<file path="config.mk">
export PLATFORM = sky130hd
export DESIGN_NAME = fp_single_and_half_signed_load
export DESIGN_NICKNAME = d
export VERILOG_FILES = /design/src/logic/ld_unit_pkg.sv /design/src/logic/fp_single_and_half_signed_load.sv /design/src/logic/fp_single_widen.sv
export VERILOG_INCLUDE_DIRS = /design/src /design/src/logic
export SDC_FILE = /design/constraint.sdc
export NUM_CORES = 1
export LEC_CHECK = 0
export ABC_CLOCK_PERIOD_IN_PS = 4300
export BUFFER_PORTS_ARGS = -buffer_cell sky130_fd_sc_hd__buf_2
export CORE_MARGIN = 8
export CORE_UTILIZATION = 53
export DETAILED_ROUTE_END_ITERATION = 10
export PLACE_DENSITY = 0.92
export SLEW_MARGIN = 20
export SYNTH_ARGS = -nofsm -noshare
export SYNTH_HDL_FRONTEND = slang
export SYNTH_HIERARCHICAL = 1
export SYNTH_SLANG_ARGS = --single-unit
</file>
<file path="constraint.sdc">
create_clock -name clock -period 4.3 [get_ports clock]
set_input_delay 0.215 -clock clock [delete_from_list [all_inputs] [get_ports clock]]
set_output_delay 0.215 -clock clock [all_outputs]
set_load 0.02 [all_outputs]
</file>
<file path="src/logic/ld_unit_consts.svh">
// constants for the single-precision and signed halfword load unit
// How it works
// - opcode 49 is single load with update: fp target, base, 16-bit displacement
// - opcode 31 with extended code 567 is indexed single load with update
// - opcode 31 with extended code 535 is indexed single load, no writeback
// - opcode 42 is signed halfword load: gp target, base, displacement
// - opcode 43 is signed halfword load with update, same field layout
// - single loads read one word, widen to double, write fp target
// - displacement address is base plus sign-extended displacement, or displacement alone
// - indexed address is base plus index, or index alone when base field zero
// - single update loads write address to nonzero base when no fault
// - single loads leave fp status and condition field 0 untouched
// - halfword goes to low 16 target bits, its sign fills upper bits
// - plain halfword load leaves fixed-point exceptions and condition field untouched
// - halfword update writes base only if nonzero, unlike target, no fault
`ifndef LD_UNIT_CONSTS_SVH
`define LD_UNIT_CONSTS_SVH
`define OPC_MSB 31
`define OPC_LSB 26
`define TGT_MSB 25
`define TGT_LSB 21
`define BASE_MSB 20
`define BASE_LSB 16
`define IDX_MSB 15
`define IDX_LSB 11
`define DISP_MSB 15
`define XO_MSB 10
`define XO_LSB 1
`define OPC_LFSU 6'h31
`define OPC_EXT 6'h1f
`define OPC_LHA 6'h2a
`define OPC_LHAU 6'h2b
`define XO_LFSUX 10'h237
`define XO_LFSX 10'h217
`define REG_CTRL 12'h000
`define REG_STATUS 12'h004
`define REG_MASK 12'h008
`define REG_LAST_EA 12'h00c
`define REG_COUNT 12'h010
`define CTRL_RESET 1'h0
`define EV_DONE 0
`define EV_FAULT 1
`define EV_ILLEGAL 2
`define SP_EXP_MAX 8'hff
`define DP_EXP_MAX 11'h7ff
`define DP_REBIAS 11'h380
`define DP_DENORM_BASE 11'h36a
`define SP_FRAC_W 5'h17
`endif

</file>
<file path="src/logic/ld_unit_pkg.sv">
// types shared by the load unit files
package ld_unit_pkg;
    typedef enum logic [2:0] {
        OP_NONE, OP_LFSU, OP_LFSUX, OP_LFSX, OP_LHA, OP_LHAU
    } op_type;
    typedef enum logic [1:0] {ST_IDLE, ST_ACCESS, ST_WRITE} state_type;
endpackage

</file>
<file path="src/logic/fp_single_and_half_signed_load.sv">
// load unit for single-precision and signed halfword loads, with AHB-Lite registers
`timescale 1ns/1ps
`include "ld_unit_consts.svh"
module fp_single_and_half_signed_load (
    input wire logic clock, // core clock
    input wire logic reset, // synchronous, active high
    input wire logic instrValid, // instruction offered
    output logic instrReady, // unit takes instruction
    input wire logic [31:0] instrWord, // instruction, bit 31 is msb
    input wire logic [31:0] baseVal, // contents of base gpr
    input wire logic [31:0] indexVal, // contents of index gpr
    output logic memReq, // access request
    output logic [31:0] memAddr, // effective address
    output logic memHalf, // 1 halfword, 0 word
    input wire logic memAck, // access answered
    input wire logic [31:0] memData, // read data, halfword in low bits
    input wire logic memAlignFault, // alignment fault
    input wire logic memStorageFault, // data storage fault
    output logic fprWe, // fp target write
    output logic [4:0] fprAddr, // fp target number
    output logic [63:0] fprData, // widened value
    output logic gprWe, // gp target write
    output logic [4:0] gprAddr, // gp target number
    output logic [31:0] gprData, // sign-extended halfword
    output logic baseWe, // base update write
    output logic [4:0] baseAddr, // base register number
    output logic [31:0] baseData, // effective address
    output logic faultValid, // fault pulse
    output logic faultAlign, // 1 alignment, 0 storage
    output logic illegalInstr, // unknown opcode pulse
    input wire logic hsel, // ahb select
    input wire logic [31:0] haddr, // ahb address
    input wire logic [1:0] htrans, // ahb transfer type
    input wire logic hwrite, // ahb write
    input wire logic [2:0] hsize, // ahb size
    input wire logic [31:0] hwdata, // ahb write data
    input wire logic hready, // ahb bus ready
    output logic hreadyout, // ahb slave ready
    output logic hresp, // ahb response
    output logic [31:0] hrdata, // ahb read data
    output logic irq // level interrupt
);
    ld_unit_pkg::state_type state;
    ld_unit_pkg::op_type op;
    ld_unit_pkg::op_type next_op;
    logic [4:0] tgtField;
    logic [4:0] baseField;
    logic [31:0] eaReg;
    logic [31:0] next_ea;
    logic [63:0] widened;
    logic accept;
    logic enable;
    logic [2:0] status;
    logic [2:0] mask;
    logic [2:0] events;
    logic [31:0] lastEa;
    logic [31:0] loadCount;
    logic wrPend;
    logic [11:0] wrAddr;
    logic goodAck;
    logic badAck;

    ////////////////////////////////////////////////////////////////////////////
    function automatic logic [31:0] sext16(input logic [15:0] v);
        return {{16{v[15]}}, v};
    endfunction

    function automatic ld_unit_pkg::op_type decode(input logic [31:0] w);
        logic [5:0] opc;
        logic [9:0] xo;
        opc = w[`OPC_MSB:`OPC_LSB];
        xo = w[`XO_MSB:`XO_LSB];
        unique case (opc)
            `OPC_LFSU: return ld_unit_pkg::OP_LFSU;
            `OPC_LHA: return ld_unit_pkg::OP_LHA;
            `OPC_LHAU: return ld_unit_pkg::OP_LHAU;
            `OPC_EXT: begin
                if (xo == `XO_LFSUX) begin
                    return ld_unit_pkg::OP_LFSUX;
                end else if (xo == `XO_LFSX) begin
                    return ld_unit_pkg::OP_LFSX;
                end else begin
                    return ld_unit_pkg::OP_NONE;
                end
            end
            default: return ld_unit_pkg::OP_NONE;
        endcase
    endfunction

    function automatic logic isIndexed(input ld_unit_pkg::op_type o);
        return o == ld_unit_pkg::OP_LFSUX || o == ld_unit_pkg::OP_LFSX;
    endfunction

    function automatic logic isHalf(input ld_unit_pkg::op_type o);
        return o == ld_unit_pkg::OP_LHA || o == ld_unit_pkg::OP_LHAU;
    endfunction

    // base field zero means a zero base, not gpr 0
    function automatic logic [31:0] calcEa(input logic [31:0] w, input logic [31:0] b,
                                           input logic [31:0] x);
        logic [31:0] base;
        base = (w[`BASE_MSB:`BASE_LSB] == 5'h00) ? 32'h0000_0000 : b;
        if (isIndexed(decode(w))) begin
            return base + x;
        end
        return base + sext16(w[`DISP_MSB:0]);
    endfunction

    ////////////////////////////////////////////////////////////////////////////
    // instruction intake and access sequencing
    assign next_op = decode(instrWord);
    assign next_ea = calcEa(instrWord, baseVal, indexVal);
    assign instrReady = enable && state == ld_unit_pkg::ST_IDLE;
    assign accept = instrValid && instrReady;
    assign memReq = state == ld_unit_pkg::ST_ACCESS;
    assign memAddr = eaReg;
    assign memHalf = isHalf(op);
    assign goodAck = memReq && memAck && !memAlignFault && !memStorageFault;
    assign badAck = memReq && memAck && (memAlignFault || memStorageFault);

    always_ff @(posedge clock) begin
        if (reset) begin
            state <= ld_unit_pkg::ST_IDLE;
        end else begin
            unique case (state)
                ld_unit_pkg::ST_IDLE: begin
                    if (accept && next_op != ld_unit_pkg::OP_NONE) begin
                        state <= ld_unit_pkg::ST_ACCESS;
                    end
                end
                ld_unit_pkg::ST_ACCESS: begin
                    if (goodAck) begin
                        state <= ld_unit_pkg::ST_WRITE;
                    end else if (badAck) begin
                        state <= ld_unit_pkg::ST_IDLE;
                    end
                end
                ld_unit_pkg::ST_WRITE: begin
                    state <= ld_unit_pkg::ST_IDLE;
                end
            endcase
        end
    end

    always_ff @(posedge clock) begin
        if (reset) begin
            op <= ld_unit_pkg::OP_NONE;
            tgtField <= 5'h00;
            baseField <= 5'h00;
            eaReg <= 32'h0000_0000;
        end else if (accept) begin
            op <= next_op;
            tgtField <= instrWord[`TGT_MSB:`TGT_LSB];
            baseField <= instrWord[`BASE_MSB:`BASE_LSB];
            eaReg <= next_ea;
        end
    end

    fp_single_widen u_widen (
        .singleVal(memData),
        .doubleVal(widened)
    );

    ////////////////////////////////////////////////////////////////////////////
    // register writebacks; fp status, condition and exception registers untouched
    always_ff @(posedge clock) begin
        if (reset) begin
            fprWe <= 1'h0;
            gprWe <= 1'h0;
            baseWe <= 1'h0;
            fprAddr <= 5'h00;
            gprAddr <= 5'h00;
            baseAddr <= 5'h00;
            fprData <= 64'h0000_0000_0000_0000;
            gprData <= 32'h0000_0000;
            baseData <= 32'h0000_0000;
        end else begin
            fprWe <= goodAck && !isHalf(op);
            gprWe <= goodAck && isHalf(op);
            baseWe <= goodAck && baseField != 5'h00 && (op == ld_unit_pkg::OP_LFSU ||
                      op == ld_unit_pkg::OP_LFSUX ||
                      (op == ld_unit_pkg::OP_LHAU && baseField != tgtField));
            if (goodAck) begin
                fprAddr <= tgtField;
                gprAddr <= tgtField;
                baseAddr <= baseField;
                fprData <= widened;
                gprData <= sext16(memData[15:0]);
                baseData <= eaReg;
            end
        end
    end

    always_ff @(posedge clock) begin
        if (reset) begin
            faultValid <= 1'h0;
            faultAlign <= 1'h0;
            illegalInstr <= 1'h0;
        end else begin
            faultValid <= badAck;
            if (badAck) begin
                faultAlign <= memAlignFault;
            end
            illegalInstr <= accept && next_op == ld_unit_pkg::OP_NONE;
        end
    end

    ////////////////////////////////////////////////////////////////////////////
    // ahb-lite register slave, zero wait states
    assign hreadyout = 1'h1;
    assign hresp = 1'h0;
    assign events = {illegalInstr, faultValid, fprWe | gprWe};
    assign irq = |(status & mask);

    always_ff @(posedge clock) begin
        if (reset) begin
            wrPend <= 1'h0;
            wrAddr <= 12'h000;
        end else if (hready) begin
            wrPend <= hsel && htrans[1] && hwrite;
            wrAddr <= haddr[11:0];
        end
    end

    always_ff @(posedge clock) begin
        if (reset) begin
            hrdata <= 32'h0000_0000;
        end else if (hready && hsel && htrans[1] && !hwrite) begin
            unique case (haddr[11:0])
                `REG_CTRL: hrdata <= {31'h0, enable};
                `REG_STATUS: hrdata <= {29'h0, status};
                `REG_MASK: hrdata <= {29'h0, mask};
                `REG_LAST_EA: hrdata <= lastEa;
                `REG_COUNT: hrdata <= loadCount;
                default: hrdata <= 32'h0000_0000;
            endcase
        end
    end

    always_ff @(posedge clock) begin
        if (reset) begin
            enable <= `CTRL_RESET;
            mask <= 3'h0;
        end else if (wrPend && wrAddr == `REG_CTRL) begin
            enable <= hwdata[0];
        end else if (wrPend && wrAddr == `REG_MASK) begin
            mask <= hwdata[2:0];
        end
    end

    // write one clears, a new event in the same cycle wins
    always_ff @(posedge clock) begin
        if (reset) begin
            status <= 3'h0;
        end else if (wrPend && wrAddr == `REG_STATUS) begin
            status <= (status & ~hwdata[2:0]) | events;
        end else begin
            status <= status | events;
        end
    end

    always_ff @(posedge clock) begin
        if (reset) begin
            lastEa <= 32'h0000_0000;
            loadCount <= 32'h0000_0000;
        end else if (goodAck) begin
            lastEa <= eaReg;
            loadCount <= loadCount + 32'h0000_0001;
        end
    end
endmodule // fp_single_and_half_signed_load

</file>
<file path="src/logic/fp_single_widen.sv">
// single-precision to double-precision widening
`timescale 1ns/1ps
`include "ld_unit_consts.svh"
module fp_single_widen (
    input wire logic [31:0] singleVal, // single-precision word
    output logic [63:0] doubleVal // same value in double format
);
    logic [7:0] expIn;
    logic [22:0] frac;
    logic [4:0] lead;
    logic [4:0] shift;
    logic [22:0] normFrac;

    always_comb begin
        expIn = singleVal[30:23];
        frac = singleVal[22:0];
        lead = 5'h00;
        for (int i = 0; i < 23; i++) begin
            if (frac[i]) begin
                lead = 5'(i);
            end
        end
        shift = `SP_FRAC_W - lead;
        normFrac = 23'(frac << shift);
        if (expIn == 8'h00 && frac == 23'h00_0000) begin
            doubleVal = {singleVal[31], 63'h0};
        end else if (expIn == 8'h00) begin
            // denormal single is a normal double
            doubleVal = {singleVal[31], `DP_DENORM_BASE + {6'h00, lead}, normFrac, 29'h0};
        end else if (expIn == `SP_EXP_MAX) begin
            doubleVal = {singleVal[31], `DP_EXP_MAX, frac, 29'h0};
        end else begin
            doubleVal = {singleVal[31], {3'h0, expIn} + `DP_REBIAS, frac, 29'h0};
        end
    end
endmodule // fp_single_widen

</file>
== After elaboration in Yosys (flattened, before gate mapping) ==
Cells that the tools add are included.

* Register bits: 259
* Latch bits: 0
* Bits in writable memories: 0
* ROM bits: 0
* Input port bits: 206
* Output and inout bits: 219
* Word-level logic and storage cells: 142
* Memories kept: 0

* Add/sub/neg operators: 6
* $mul: 0
* Divide/modulo/power cells: 0
* Magnitude comparators: 0
* Equal/unequal tests: 24
* Shifts and indexed selects: 1
* Mux-type cells: 38
* Bitwise operators: 7
* Reduce and logical (&&, ||, !) cells: 43

{| class="wikitable"
|+ Operator list
! operator !! count
|-
| two-way mux 63 bit || 3
|-
| one-hot mux 32 bit (5 select lines) || 1
|-
| two-way mux 32 bit || 3
|-
| adder 32 bit || 2
|-
| == test 12 x 4 -> 1 bit, second input constant || 3
|-
| two-way mux 5 bit || 7
|-
| adder 32 x 1 -> 32 bit, second input constant || 1
|-
| two-way mux 4 bit || 8
|-
| == test 12 x 3 -> 1 bit, second input constant || 2
|-
| logical NOT 12 bit || 2
|-
| logical NOT 23 bit || 1
|-
| << shifter 23 x 5 -> 23 bit || 1
|-
| logical AND 1 bit || 22
|-
| == test 10 bit, second input constant || 2
|-
| == test 6 bit, second input constant || 3
|-
| two-way mux 3 bit || 6
|-
| == test 12 x 5 -> 1 bit, second input constant || 1
|-
| two-way mux 2 bit || 6
|-
| one-hot mux 3 bit (4 select lines) || 1
|-
| adder 10 x 5 -> 11 bit, first input constant || 1
|-
| adder 8 x 10 -> 11 bit, second input constant || 1
|-
| == test 3 x 2 -> 1 bit, second input constant || 3
|-
| == test 8 bit, second input constant || 1
|-
| logical NOT 8 bit || 1
|-
| other kinds (25) || 37
|}

== Longest topological paths before layout ==
Gate-level depths: netlist of run 1.

* Word-level depth: 26
* Mapped depth: 15
* Depth with buffers taken out: 12

== Cells and area by module ==
The synthesis of run 1 kept the hierarchy.

{| class="wikitable"
|+ By module, submodules not included
! module !! instances !! cells each !! area an instance (µm²) !! seq. area each (µm²)
|-
| fp_single_and_half_signed_load || 1 || 1545 || 12246.7 || 5185.0
|-
| fp_single_widen || 1 || 412 || 2562.5 || 0.0
|}

== Worst setup path before layout of run 1 ==
OpenSTA, ideal clock, no wires.

* Path type: input port to flip-flop
* Start: input instrWord[9]
* End: register eaReg[26], in the netlist memAddr[26]
* Setup time: 0.074 ns
* Data arrival time: 3.516 ns
* Data required time: 4.226 ns
* Setup slack: 0.710 ns
* Cell stages on the path: 13
* Path buffers: 2
* Path through: nand4b_1 -> nor4_4 -> clkbuf_1 -> mux2_2 -> ha_1 -> buf_2 -> nand4_1 -> or2_2 -> o22ai_1 -> or3_1 -> a31oi_1 -> or4_1 -> a31oi_1

* Cells in the longest elaborated chain, start to end: 8
* Elaborated cells between the ends (all ways): 11
* Classes of those cells: add/sub (1); eq/ne (4); mux (5); reduce/logical (1)

{| class="wikitable"
|+ RTL lines
! what !! line !! text
|-
| start, declared || fp_single_and_half_signed_load.sv:9 || <nowiki>input wire logic [31:0] instrWord,</nowiki>
|-
| == test 10 bit (no source line) || -- ||
|-
| two-way mux 2 bit || fp_single_and_half_signed_load.sv:80 || <nowiki>end else if (xo == `XO_LFSX) begin</nowiki>
|-
| two-way mux 3 bit || fp_single_and_half_signed_load.sv:78 || <nowiki>if (xo == `XO_LFSUX) begin</nowiki>
|-
| one-hot mux 3 bit (4 select lines) || fp_single_and_half_signed_load.sv:73 || <nowiki>unique case (opc)</nowiki>
|-
| == test 3 x 2 -> 1 bit || fp_single_and_half_signed_load.sv:91 || <nowiki>return o == ld_unit_pkg::OP_LFSUX || o == ld_unit_pkg::OP_LFSX;</nowiki>
|-
| logical OR 1 bit || fp_single_and_half_signed_load.sv:91 ||
|-
| two-way mux 1 bit || fp_single_and_half_signed_load.sv:103 || <nowiki>if (isIndexed(decode(w))) begin</nowiki>
|-
| two-way mux 32 bit (*) || fp_single_and_half_signed_load.sv:106 || <nowiki>return base + sext16(w[`DISP_MSB:0]);</nowiki>
|-
| end signal, assigned || fp_single_and_half_signed_load.sv:155 || <nowiki>eaReg <= next_ea;</nowiki>
|-
| end, declared || fp_single_and_half_signed_load.sv:48 || <nowiki>logic [31:0] eaReg;</nowiki>
|}

Every way passes the cells marked *; elsewhere a longest branch is shown, timed or not.
A chain may end at the register's enable or synchronous reset.

== Final worst setup path of run 1 ==
* Start: input instrWord[17]
* End: register eaReg[28], in the netlist memAddr[28]

* Cells in the longest elaborated chain, start to end: 5
* Elaborated cells between the ends (all ways): 6
* Classes of those cells: add/sub (2); mux (3); reduce/logical (1)

{| class="wikitable"
|+ RTL lines
! what !! line !! text
|-
| logical NOT 5 bit (*) || fp_single_and_half_signed_load.sv:102 || <nowiki>base = (w[`BASE_MSB:`BASE_LSB] == 5'h00) ? 32'h0000_0000 : b;</nowiki>
|-
| two-way mux 32 bit (*) || fp_single_and_half_signed_load.sv:102 ||
|-
| adder 32 bit || fp_single_and_half_signed_load.sv:104 || <nowiki>return base + x;</nowiki>
|-
| two-way mux 32 bit || fp_single_and_half_signed_load.sv:103 ||
|-
| two-way mux 32 bit (*) || fp_single_and_half_signed_load.sv:106 ||
|}

Every way passes the cells marked *; elsewhere a longest branch is shown, timed or not. The select of a mux whose other input is x is not followed.

==> flow_metrics.tcl, run 1 <==
set metrics [dict create \
    start_util_pct 53.6 \
    nets 2494 \
    synth_edf_count 0 \
    ir_drop_v 0.000292 \
    use_met2_pct 48.3 \
    h-tree-depth 1 \
    setup_viol 0 \
    hold_viol 0 \
    antenna_found_initial 1 \
    firstDrtPassIters 6 \
    path_clk_slew_ns 0.06 \
    cp.arrival_ns 4.17 \
    finalWorstSetupSlack_ns 0.569 \
    rsz0062_at_grt "no" \
    hp-class "in -> reg" \
    ys_ff_latch 259 \
    fp.dieH_um 183 \
    drc 0 \
    synthesis.area_mm2 0.0148 \
    rows 61 \
    worstSetupEndpointType "flip-flop" \
    syn_inst 1957 \
    die_area_mm2 0.0335 \
    avgSynthCellArea_um2 7.57 \
    grt_overflow 0 \
    synthArstFlopShare_pct 0 \
    max_stage_delay_ns 0.55 \
    antenna_left 0 \
    place_congestion 1.02 \
    drt-initial-drc-count 1672 \
    first_global_vias 15000 \
    worst-setup-path-type "in -> reg" \
    vias 15800 \
    ctsResizeCount 0 \
    p_leak_nw 7.47 \
    wl_um 53500 \
    use_met3_pct 5.34 \
    area_growth_pct 20.1 \
    cts_root_buf "clkbuf_16" \
    crit_fanout 30 \
    core-area_mm2 0.0276 \
    fmax_mhz 268 \
    power_density_mw_per_mm2 327 \
    hpwl_um 38300 \
    dp_slack_ns 0.319 \
    grt_max_degree 100 \
    final_cell_mix "435 x nand2_1, 368 x buf_2, 259 x dfxtp_1" \
    grt_use_met1_pct 39.2 \
    status "finished, final reports clean" \
    final_common_cell "nand2_1" \
    gr-max-usage-layer "met2" \
    grt.total_usage_pct 30.0 \
    post-cts-setup-buffers 0 \
    period_needed_ns 3.73 \
    crit_slowest_cell "dlygate4sd3_1" \
    grt_pass1_wl_um 82600 \
    io_pins 425 \
    skew_ns 0.0142 \
    clk_latency_ns 0.54 \
    numPortBuffers 369 \
    worst_slew_pin_slew_ns 1.02 \
    ys_types 93 \
    finalSetupTns_ns 0 \
    crit_required_ns 4.74 \
    maxSlewViolCount 0 \
    drt-vias-per-instance 5.96 \
    worstSetupStartpointType "input port" \
    wl_per_cell_um 20.2 \
    cts_hold_buf 28 \
    clock-sinks 259 \
    cts_tree "yes" \
    ys.flop_type "dfxtp_1" \
    relSlewSlack_pct 32.2 \
    critPathMostFrequentCell "nor3_1" \
    synth_warnings 6 \
    finalCritPeriodShare_pct 86.8 \
    total_power_mw 5.82 \
    numCtsBuffers 28 \
    drive_gt1_share_pct 21.7 \
    clk_path_buf_depth 3 \
    die_x_um 183 \
    crit_chain "dlygate4sd3_1, buf_2, or4_1, nor2_2, buf_4, nor2b_1, ha_1, a21oi_1, o21ai_1, or2_2, nor3_1, nor3_1, or3_1, a32o_1" \
    drv_cap 0 \
    seq_area_frac_synth_pct 35.0 \
]
[Yosys cell counts, drive strengths merged (11+ instances only)]
| cell type | n | area share, % |
|---|---|---|
| nor2b | 39 | 1.6 |
| o21ai | 59 | 2.0 |
| xnor2 | 24 | 1.4 |
| nand3 | 30 | 1.1 |
| a21oi | 234 | 8.1 |
| o31ai | 11 | 0.59 |
| mux2 | 13 | 0.99 |
| clkbuf | 103 | 2.6 |
| and3 | 11 | 0.46 |
| a21o | 20 | 1.0 |
| xor2 | 28 | 1.7 |
| nor3 | 33 | 1.1 |
| inv | 25 | 0.63 |
| mux2i | 31 | 2.1 |
| ha | 37 | 3.1 |
| a22oi | 38 | 1.9 |
| or3 | 13 | 0.58 |
| nor2 | 156 | 4.0 |
| buf | 84 | 3.9 |
| nand2b | 11 | 0.46 |
| o211ai | 14 | 0.71 |
| a2bb2oi | 30 | 1.8 |
| a211oi | 25 | 1.3 |
| nand4 | 24 | 1.1 |
| dfxtp | 259 | 35 |
| nor4 | 13 | 0.65 |
| nand2 | 435 | 11 |
[stage by stage]
step / cells / util [%] / hold slack (ns) / instance area (um2)
3_5_place_dp: 2570 / 59.7 / 0.443 / 16500
2_1_floorplan: 1985 / - / 0.342 / 14900
3_3_place_gp: 2570 / 59.7 / 0.438 / 16500
5_1_grt: 2650 / 64.4 / 0.0326 / 17800
6_report: 2650 / 64.4 / 0.0300 / 17800
4_1_cts: 2649 / 64.4 / 0.00752 / 17800
[where the power goes]
| part | switching [mW] | internal, mW |
|---|---|---|
| logic | 0.536 | 0.309 |
| registers | 0.0110 | 2.42 |
| clock network | 0.986 | 1.56 |
[flip-flops by register name, indices dropped and copies added (netlist names), 2 cells and up]
name,flops
baseField,5
baseAddr,5
lastEa,32
gprAddr,5
gprData,16
fprData,64
state,2
tgtField,5
memAddr,32
hrdata,32
loadCount,32
mask,3
wrAddr,12
status,3
op,3
[layout make-up]
| type | instances | area, um2 |
|---|---|---|
| repair buffers | 422 | 2340 |
| flip-flops and latches | 259 | 5180 |
| clock buffers | 40 | 816 |
| multi-input cells | 1512 | 8690 |
| diodes | 1 | 2.50 |
| inverters | 27 | 101 |
| clock inverters | 11 | 180 |
| fillers | 2325 | 9840 |
| well taps | 378 | 473 |
[worst max-delay path: cells and delay by family]
kind / cells / cell delay (ns)
compound gates: 3 / 0.67
simple gates: 7 / 1.90
fa+ha+maj: 1 / 0.36
buf+inv: 3 / 1.00
[metal layers]
layer,routed length [um],part of all wire (%)
met3,5120,9.6
met5,0,0
met1,22000,41
met4,2220,4.2
met2,24100,45
[final timing paths]
path,slack (ns),depth (start not counted),endpoint,from
worst min-delay path,0.03,3,gprData[4]$_SDFFE_PP0P_,memData[4]
worst max-delay path,0.57,14,memAddr[28]$_SDFFE_PP0P_,instrWord[17]
worst max register to register,1.50,7,baseAddr[3]$_SDFFE_PP0P_,state[1]$_SDFFE_PP0P_
worst min register to register,0.45,2,fprData[63]$_SDFFE_PP0P_,fprData[63]$_SDFFE_PP0P_
[logic make-up (layout without fill, tap and decap cells)]
group                    count (synthesis)  after routing  synth area share (%)
adder cells (fa/ha/maj)                 38             38                  3.26
XOR/XNOR                                52             52                  3.08
other                                    3             32                0.0760
flip-flops                             259            259                  35.0
AO/OA/AOI/OAI                          523            523                  22.8
buffers and inverters                  214            500                  7.20
multiplexers                            45             45                  3.24
AND/OR/NAND/NOR                        823            823                  25.3
No activity file was read; power rests on OpenSTA's default activity.
==> run 2, diff against run 1 <==
--- a/config.mk
+++ b/config.mk
@@ -11,6 +11,7 @@
 export CORE_MARGIN = 8
 export CORE_UTILIZATION = 53
 export DETAILED_ROUTE_END_ITERATION = 10
+export GPL_TIMING_DRIVEN = 0
 export PLACE_DENSITY = 0.92
 export SLEW_MARGIN = 20
 export SYNTH_ARGS = -nofsm -noshare
==> flow_metrics.tcl, run 2 (same netlist as run 1, synthesis figures left out) <==
set metrics [dict create \
    path_clk_slew_ns 0.06 \
    max_stage_delay_ns 0.67 \
    largest_reg_flops 64 \
    numCtsBuffers 26 \
    status "finished, final reports clean" \
    m1WireLength_um 24800 \
    rows 61 \
    start_util_pct 53.6 \
    setup_viol 0 \
    crit_required_ns 4.70 \
    first_global_vias 16400 \
    drt-initial-drc-count 1877 \
    clock-sinks 259 \
    finalWorstSetupSlack_ns 0.181 \
    dr.max_layer_used "met4" \
    die_area_mm2 0.0335 \
    reg2regPathDepth 8 \
    vias 16900 \
    nets 2660 \
    maxSlewViolCount 0 \
    worst-setup-path-type "in -> reg" \
    hpwl_um 46600 \
    dp_slack_ns -0.207 \
    crit_chain "dlygate4sd3_1, buf_2, clkbuf_1, nor2_1, or4_4, a21oi_1, o21ai_0, clkbuf_1, a211oi_1, nor3_1, o41ai_1, a31oi_1, nand2_1, a21oi_1" \
    cts_tree "yes" \
    die_x_um 183 \
    rsz0062_at_grt "no" \
    grt_pass1_wl_um 93000 \
    antenna_found_initial 0 \
    relSlewSlack_pct 31.9 \
    drive_gt1_share_pct 21.9 \
    drv_cap 0 \
    worstSetupEndpointType "flip-flop" \
    wl_um 61800 \
    hp-class "in -> reg" \
    io_pins 425 \
    fmax_mhz 243 \
    finalSetupTns_ns 0 \
    ctsResizeCount 0 \
    area_growth_pct 24.9 \
    finalCritPeriodShare_pct 95.8 \
    min_path_cells 3 \
    final_cell_area_mm2 0.0185 \
    numPortBuffers 363 \
    skew_ns 0.00958 \
    wl_per_cell_um 22.0 \
    crit_fanout 10 \
    antennaDiodeCount 0 \
    hold_viol 0 \
    place_congestion 1.01 \
    fp.dieH_um 183 \
    cts_root_buf "clkbuf_16" \
    grt_overflow 0 \
    grt_max_degree 19 \
    grt.total_usage_pct 34.7 \
    ir_drop_v 0.000287 \
    firstDrtPassIters 6 \
    clk_latency_ns 0.54 \
    p_leak_nw 7.84 \
    wl_met3_um 6230 \
    period_needed_ns 4.12 \
    core-area_mm2 0.0276 \
    top_register "fprData" \
    worstSetupStartpointType "input port" \
    h-tree-depth 1 \
    drt-vias-per-instance 6.01 \
    worst_slew_pin_slew_ns 1.02 \
    final_cell_mix "435 x nand2_1, 378 x buf_2, 259 x dfxtp_1" \
    antenna_left 0 \
    met2_length_um 28000 \
    place_area_mm2 0.0172 \
    clk_path_buf_depth 3 \
    final_common_cell "nand2_1" \
    drc 0 \
    crit_slowest_cell "a211oi_1" \
    cp.arrival_ns 4.52 \
    power_density_mw_per_mm2 309 \
]
## run 2: changes by cell type in the layout (fill, tap and decap cells not counted), moves of 2 or more
cell / delta
clkbuf_8: +2
clkbuf_16: -2
dlygate4sd3_1: +9
buf_4: +34
buf_1: +9
buf_2: +10
bufinv_16: -2
clkbuf_1: +102
buf_6: +5
clkinv_4: -2
## run 2: where the power goes
group	leakage (nW)	switching (mW)	internal, mW
sequential	2.09	0.0116	2.42
clock	0.440	0.955	1.40
combinational	5.31	0.585	0.342
total	7.84	1.55	4.16
## run 2: worst paths after layout
path                             from                        to  slack (ns)
max                       memData[11]  fprData[47]$_SDFFE_PP0P_        0.18
min                   memStorageFault     faultValid$_SDFF_PP0_        0.02
max reg2reg     state[1]$_SDFFE_PP0P_    lastEa[3]$_SDFFE_PP0P_        1.04
min reg2reg  fprData[61]$_SDFFE_PP0P_  fprData[61]$_SDFFE_PP0P_        0.45
## run 2: repair_timing
item / CTS / global route
buffers inserted: 0 / 3
endpoints found under the setup margin: 0 / 1
endpoints found under the hold margin: 37 / 0
hold buffers: 37 / 0
## run 2: routing by layer
layer	vias to the layer above	GRT usage, %
li1	7693	-
met1	7967	43.5
met2	1053	56.4
met3	180	7.76
met4	0	15.6
met5	-	0
## run 2: cell type report
class	count	area, um2
plain buffers	187	965
clock buffers	40	803
clock inverters	6	93.8
fillers	2291	9140
inverters	27	101
multi-input cells	1512	8660
flip-flops and latches	259	5180
well taps	378	473
repair buffers	403	2210
## run 2: worst max-delay path, delay by kind of cell
family | cells | cell delay, ns
compound gates | 6 | 1.76
buf+inv | 4 | 1.66
simple gates | 4 | 0.87
## run 2: through the flow
step / power [mW] / hold WS (ns) / util, % / instances
final: 5.71 / 0.0220 / 66.9 / 2812
after global routing: 5.89 / 0.0362 / 66.9 / 2812
after CTS: 5.68 / 0.0137 / 66.9 / 2809
after detailed placement: 3.34 / 0.444 / 62.3 / 2726
after global placement: 3.34 / 0.439 / 62.3 / 2726
after floorplan: 3.04 / 0.342 / - / 1985
==> run 3, diff against run 2 <==
--- a/config.mk
+++ b/config.mk
@@ -6,13 +6,13 @@
 export SDC_FILE = /design/constraint.sdc
 export NUM_CORES = 1
 export LEC_CHECK = 0
-export ABC_CLOCK_PERIOD_IN_PS = 4300
+export ABC_CLOCK_PERIOD_IN_PS = 3400
 export BUFFER_PORTS_ARGS = -buffer_cell sky130_fd_sc_hd__buf_2
-export CORE_MARGIN = 8
-export CORE_UTILIZATION = 53
+export CORE_MARGIN = 2
+export CORE_UTILIZATION = 48
 export DETAILED_ROUTE_END_ITERATION = 10
 export GPL_TIMING_DRIVEN = 0
-export PLACE_DENSITY = 0.92
+export PLACE_DENSITY = 0.89
 export SLEW_MARGIN = 20
 export SYNTH_ARGS = -nofsm -noshare
 export SYNTH_HDL_FRONTEND = slang
==> constraint.sdc (replaced) <==
create_clock -name clock -period 3.4 [get_ports clock]
set_input_delay 0.17 -clock clock [delete_from_list [all_inputs] [get_ports clock]]
set_output_delay 0.17 -clock clock [all_outputs]
set_load 0.02 [all_outputs]
==> flow_metrics.tcl, run 3 (same netlist as run 1, synthesis figures left out) <==
set metrics [dict create \
    cts_tree "yes" \
    hp-class "in -> reg" \
    wl_per_cell_um 20.5 \
    path_clk_slew_ns 0.06 \
    place_congestion 0.997 \
    cp.arrival_ns 3.83 \
    maxSlewViolCount 0 \
    power_density_mw_per_mm2 389 \
    min_from "memData[27]" \
    drt-initial-drc-count 1707 \
    multi_input_area_mm2 0.00873 \
    relSlewSlack_pct 38.5 \
    finalWorstSetupSlack_ns -0.0115 \
    vias 16700 \
    switchingPower_mw 2.04 \
    crit_chain "buf_2, clkbuf_1, nor4_1, a21o_1, buf_2, ha_1, nor2_2, o21ai_0, nor4_1, a211oi_1, o211ai_1, o32ai_1, nand2_1, a21oi_1" \
    fp.dieH_um 180 \
    ir_drop_v 0.000364 \
    top_register "fprData" \
    violations "setup timing" \
    drv_cap 0 \
    total_power_mw 7.31 \
    io_pins 425 \
    final_cell_mix "435 x nand2_1, 378 x buf_2, 259 x dfxtp_1" \
    worstSetupEndpointType "flip-flop" \
    die_x_um 180 \
    comb_power_share_pct 16.2 \
    nets 2675 \
    period_needed_ns 3.41 \
    p_leak_nw 7.95 \
    firstDrtPassIters 6 \
    crit_slowest_cell "nor4_1" \
    fmax_mhz 293 \
    clk_latency_ns 0.56 \
    reg2reg_setup_slack_ns 0.25 \
    crit_required_ns 3.82 \
    r2r-start "state[1]$_SDFFE_PP0P_" \
    antenna_found_initial 0 \
    final_cells 2848 \
    drt-vias-per-instance 5.86 \
    rows 64 \
    grt_pass1_wl_um 89500 \
    die_area_mm2 0.0323 \
    place_area_mm2 0.0172 \
    reg2regPathDepth 8 \
    setup_viol 1 \
    clock-sinks 259 \
    core-area_mm2 0.0305 \
    seq_power_share_pct 42.0 \
    worstSetupStartpointType "input port" \
    largest_reg_flops 64 \
    drive_gt1_share_pct 22.9 \
    cts_root_buf "clkbuf_16" \
    worst-setup-path-type "in -> reg" \
    intPower_mw 5.26 \
    grt.total_usage_pct 34.4 \
    status "finished with violations" \
    wl_um 58300 \
    first_global_vias 16000 \
    crit_fanout 10 \
    min_to "fprData[56]$_SDFFE_PP0P_" \
    final_cell_area_mm2 0.0188 \
    numPortBuffers 363 \
    clkPwrFrac_pct 41.8 \
    h-tree-depth 1 \
    numCtsBuffers 28 \
    hpwl_um 44300 \
    grt_overflow 0 \
    dp_cells 2744 \
    skew_ns 0.0187 \
    hold_viol 0 \
    start_util_pct 48.5 \
    area_growth_pct 26.7 \
    final_common_cell "nand2_1" \
    worst_slew_pin_slew_ns 0.922 \
    num-fill-cells 2681 \
    antenna_left 0 \
    drc 0 \
    min_path_cells 5 \
    swShare_pct 28.0 \
    r2r_end "lastEa[2]$_SDFFE_PP0P_" \
    grt_max_degree 19 \
    finalCritPeriodShare_pct 100 \
    regArea_mm2 0.00518 \
    clk_path_buf_depth 3 \
    max_stage_delay_ns 0.50 \
]
==> run 3: metrics by stage <==
step / setup slack, ns / hold slack (ns) / utilization (%) / TNS [ns]
final: -0.0115 / 0.0178 / 61.5 / -0.0115
after global routing: -0.0221 / 0.0400 / 61.5 / -0.0296
after CTS: 0.0135 / 0.00141 / 61.2 / 0
after detailed placement: -0.724 / 0.423 / 56.5 / -20.19
after global placement: -0.877 / 0.415 / 56.5 / -20.63
after floorplan: -0.0460 / 0.297 / - / -0.0460
==> run 3: power by group through the flow <==
stage | combinational (mW) | clock, mW | sequential, mW
6_report | 1.18 | 3.05 | 3.07
5_1_grt | 1.27 | 3.18 | 3.07
4_1_cts | 1.13 | 3.06 | 3.07
3_3_place_gp | 1.07 | 0 | 3.14
2_1_floorplan | 0.694 | 0 | 3.15
3_5_place_dp | 1.08 | 0 | 3.14
==> run 3: layout make-up <==
type	instances	share of cell area [%]
inverter	27	0.560
tap	396	2.64
multi-input combinational	1512	46.5
sequential	259	27.6
clock buffer	37	4.13
clock inverter	13	0.767
timing repair buffer	417	12.5
buffer	186	5.23
antenna	1	0.0133
==> run 3: worst max-delay path: cells and delay by family <==
family / cells / cell delay, ns
AND/OR/NAND/NOR: 4 / 1.39
AO/OA/AOI/OAI: 6 / 1.19
buffers and inverters: 3 / 0.76
adder cells (fa/ha/maj): 1 / 0.31
==> run 3: metal layers <==
layer  wire (um)  vias up  GRT usage, %
met4        2850        0          16.2
met2       26500      972          56.2
met1       23700     7823          44.8
li1            -     7732             -
met5           0        -             0
met3        5290      168          5.25
==> run 3: how the worst max path moves through the flow <==
stage	start	end	slack, ns	cells after the start
floorplan	instrWord[7]	memAddr[26]$_SDFFE_PP0P_	-0.05	13
global placement	memData[9]	fprData[51]$_SDFFE_PP0P_	-0.88	14
detailed placement	memData[9]	fprData[51]$_SDFFE_PP0P_	-0.72	14
CTS	memData[9]	fprData[45]$_SDFFE_PP0P_	0.01	13
global route	instrWord[8]	memAddr[28]$_SDFFE_PP0P_	-0.02	14
finish	memData[15]	fprData[51]$_SDFFE_PP0P_	-0.01	14
==> run 3: what timing repair did <==
action / in CTS / in global routing
endpoints found under the hold margin: 50 / 0
setup endpoints to repair: 11 / 29
hold buffers: 49 / 0
gates resized for setup: 1 / 32
buffers inserted: 3 / 2
pin swaps: 2 / 1
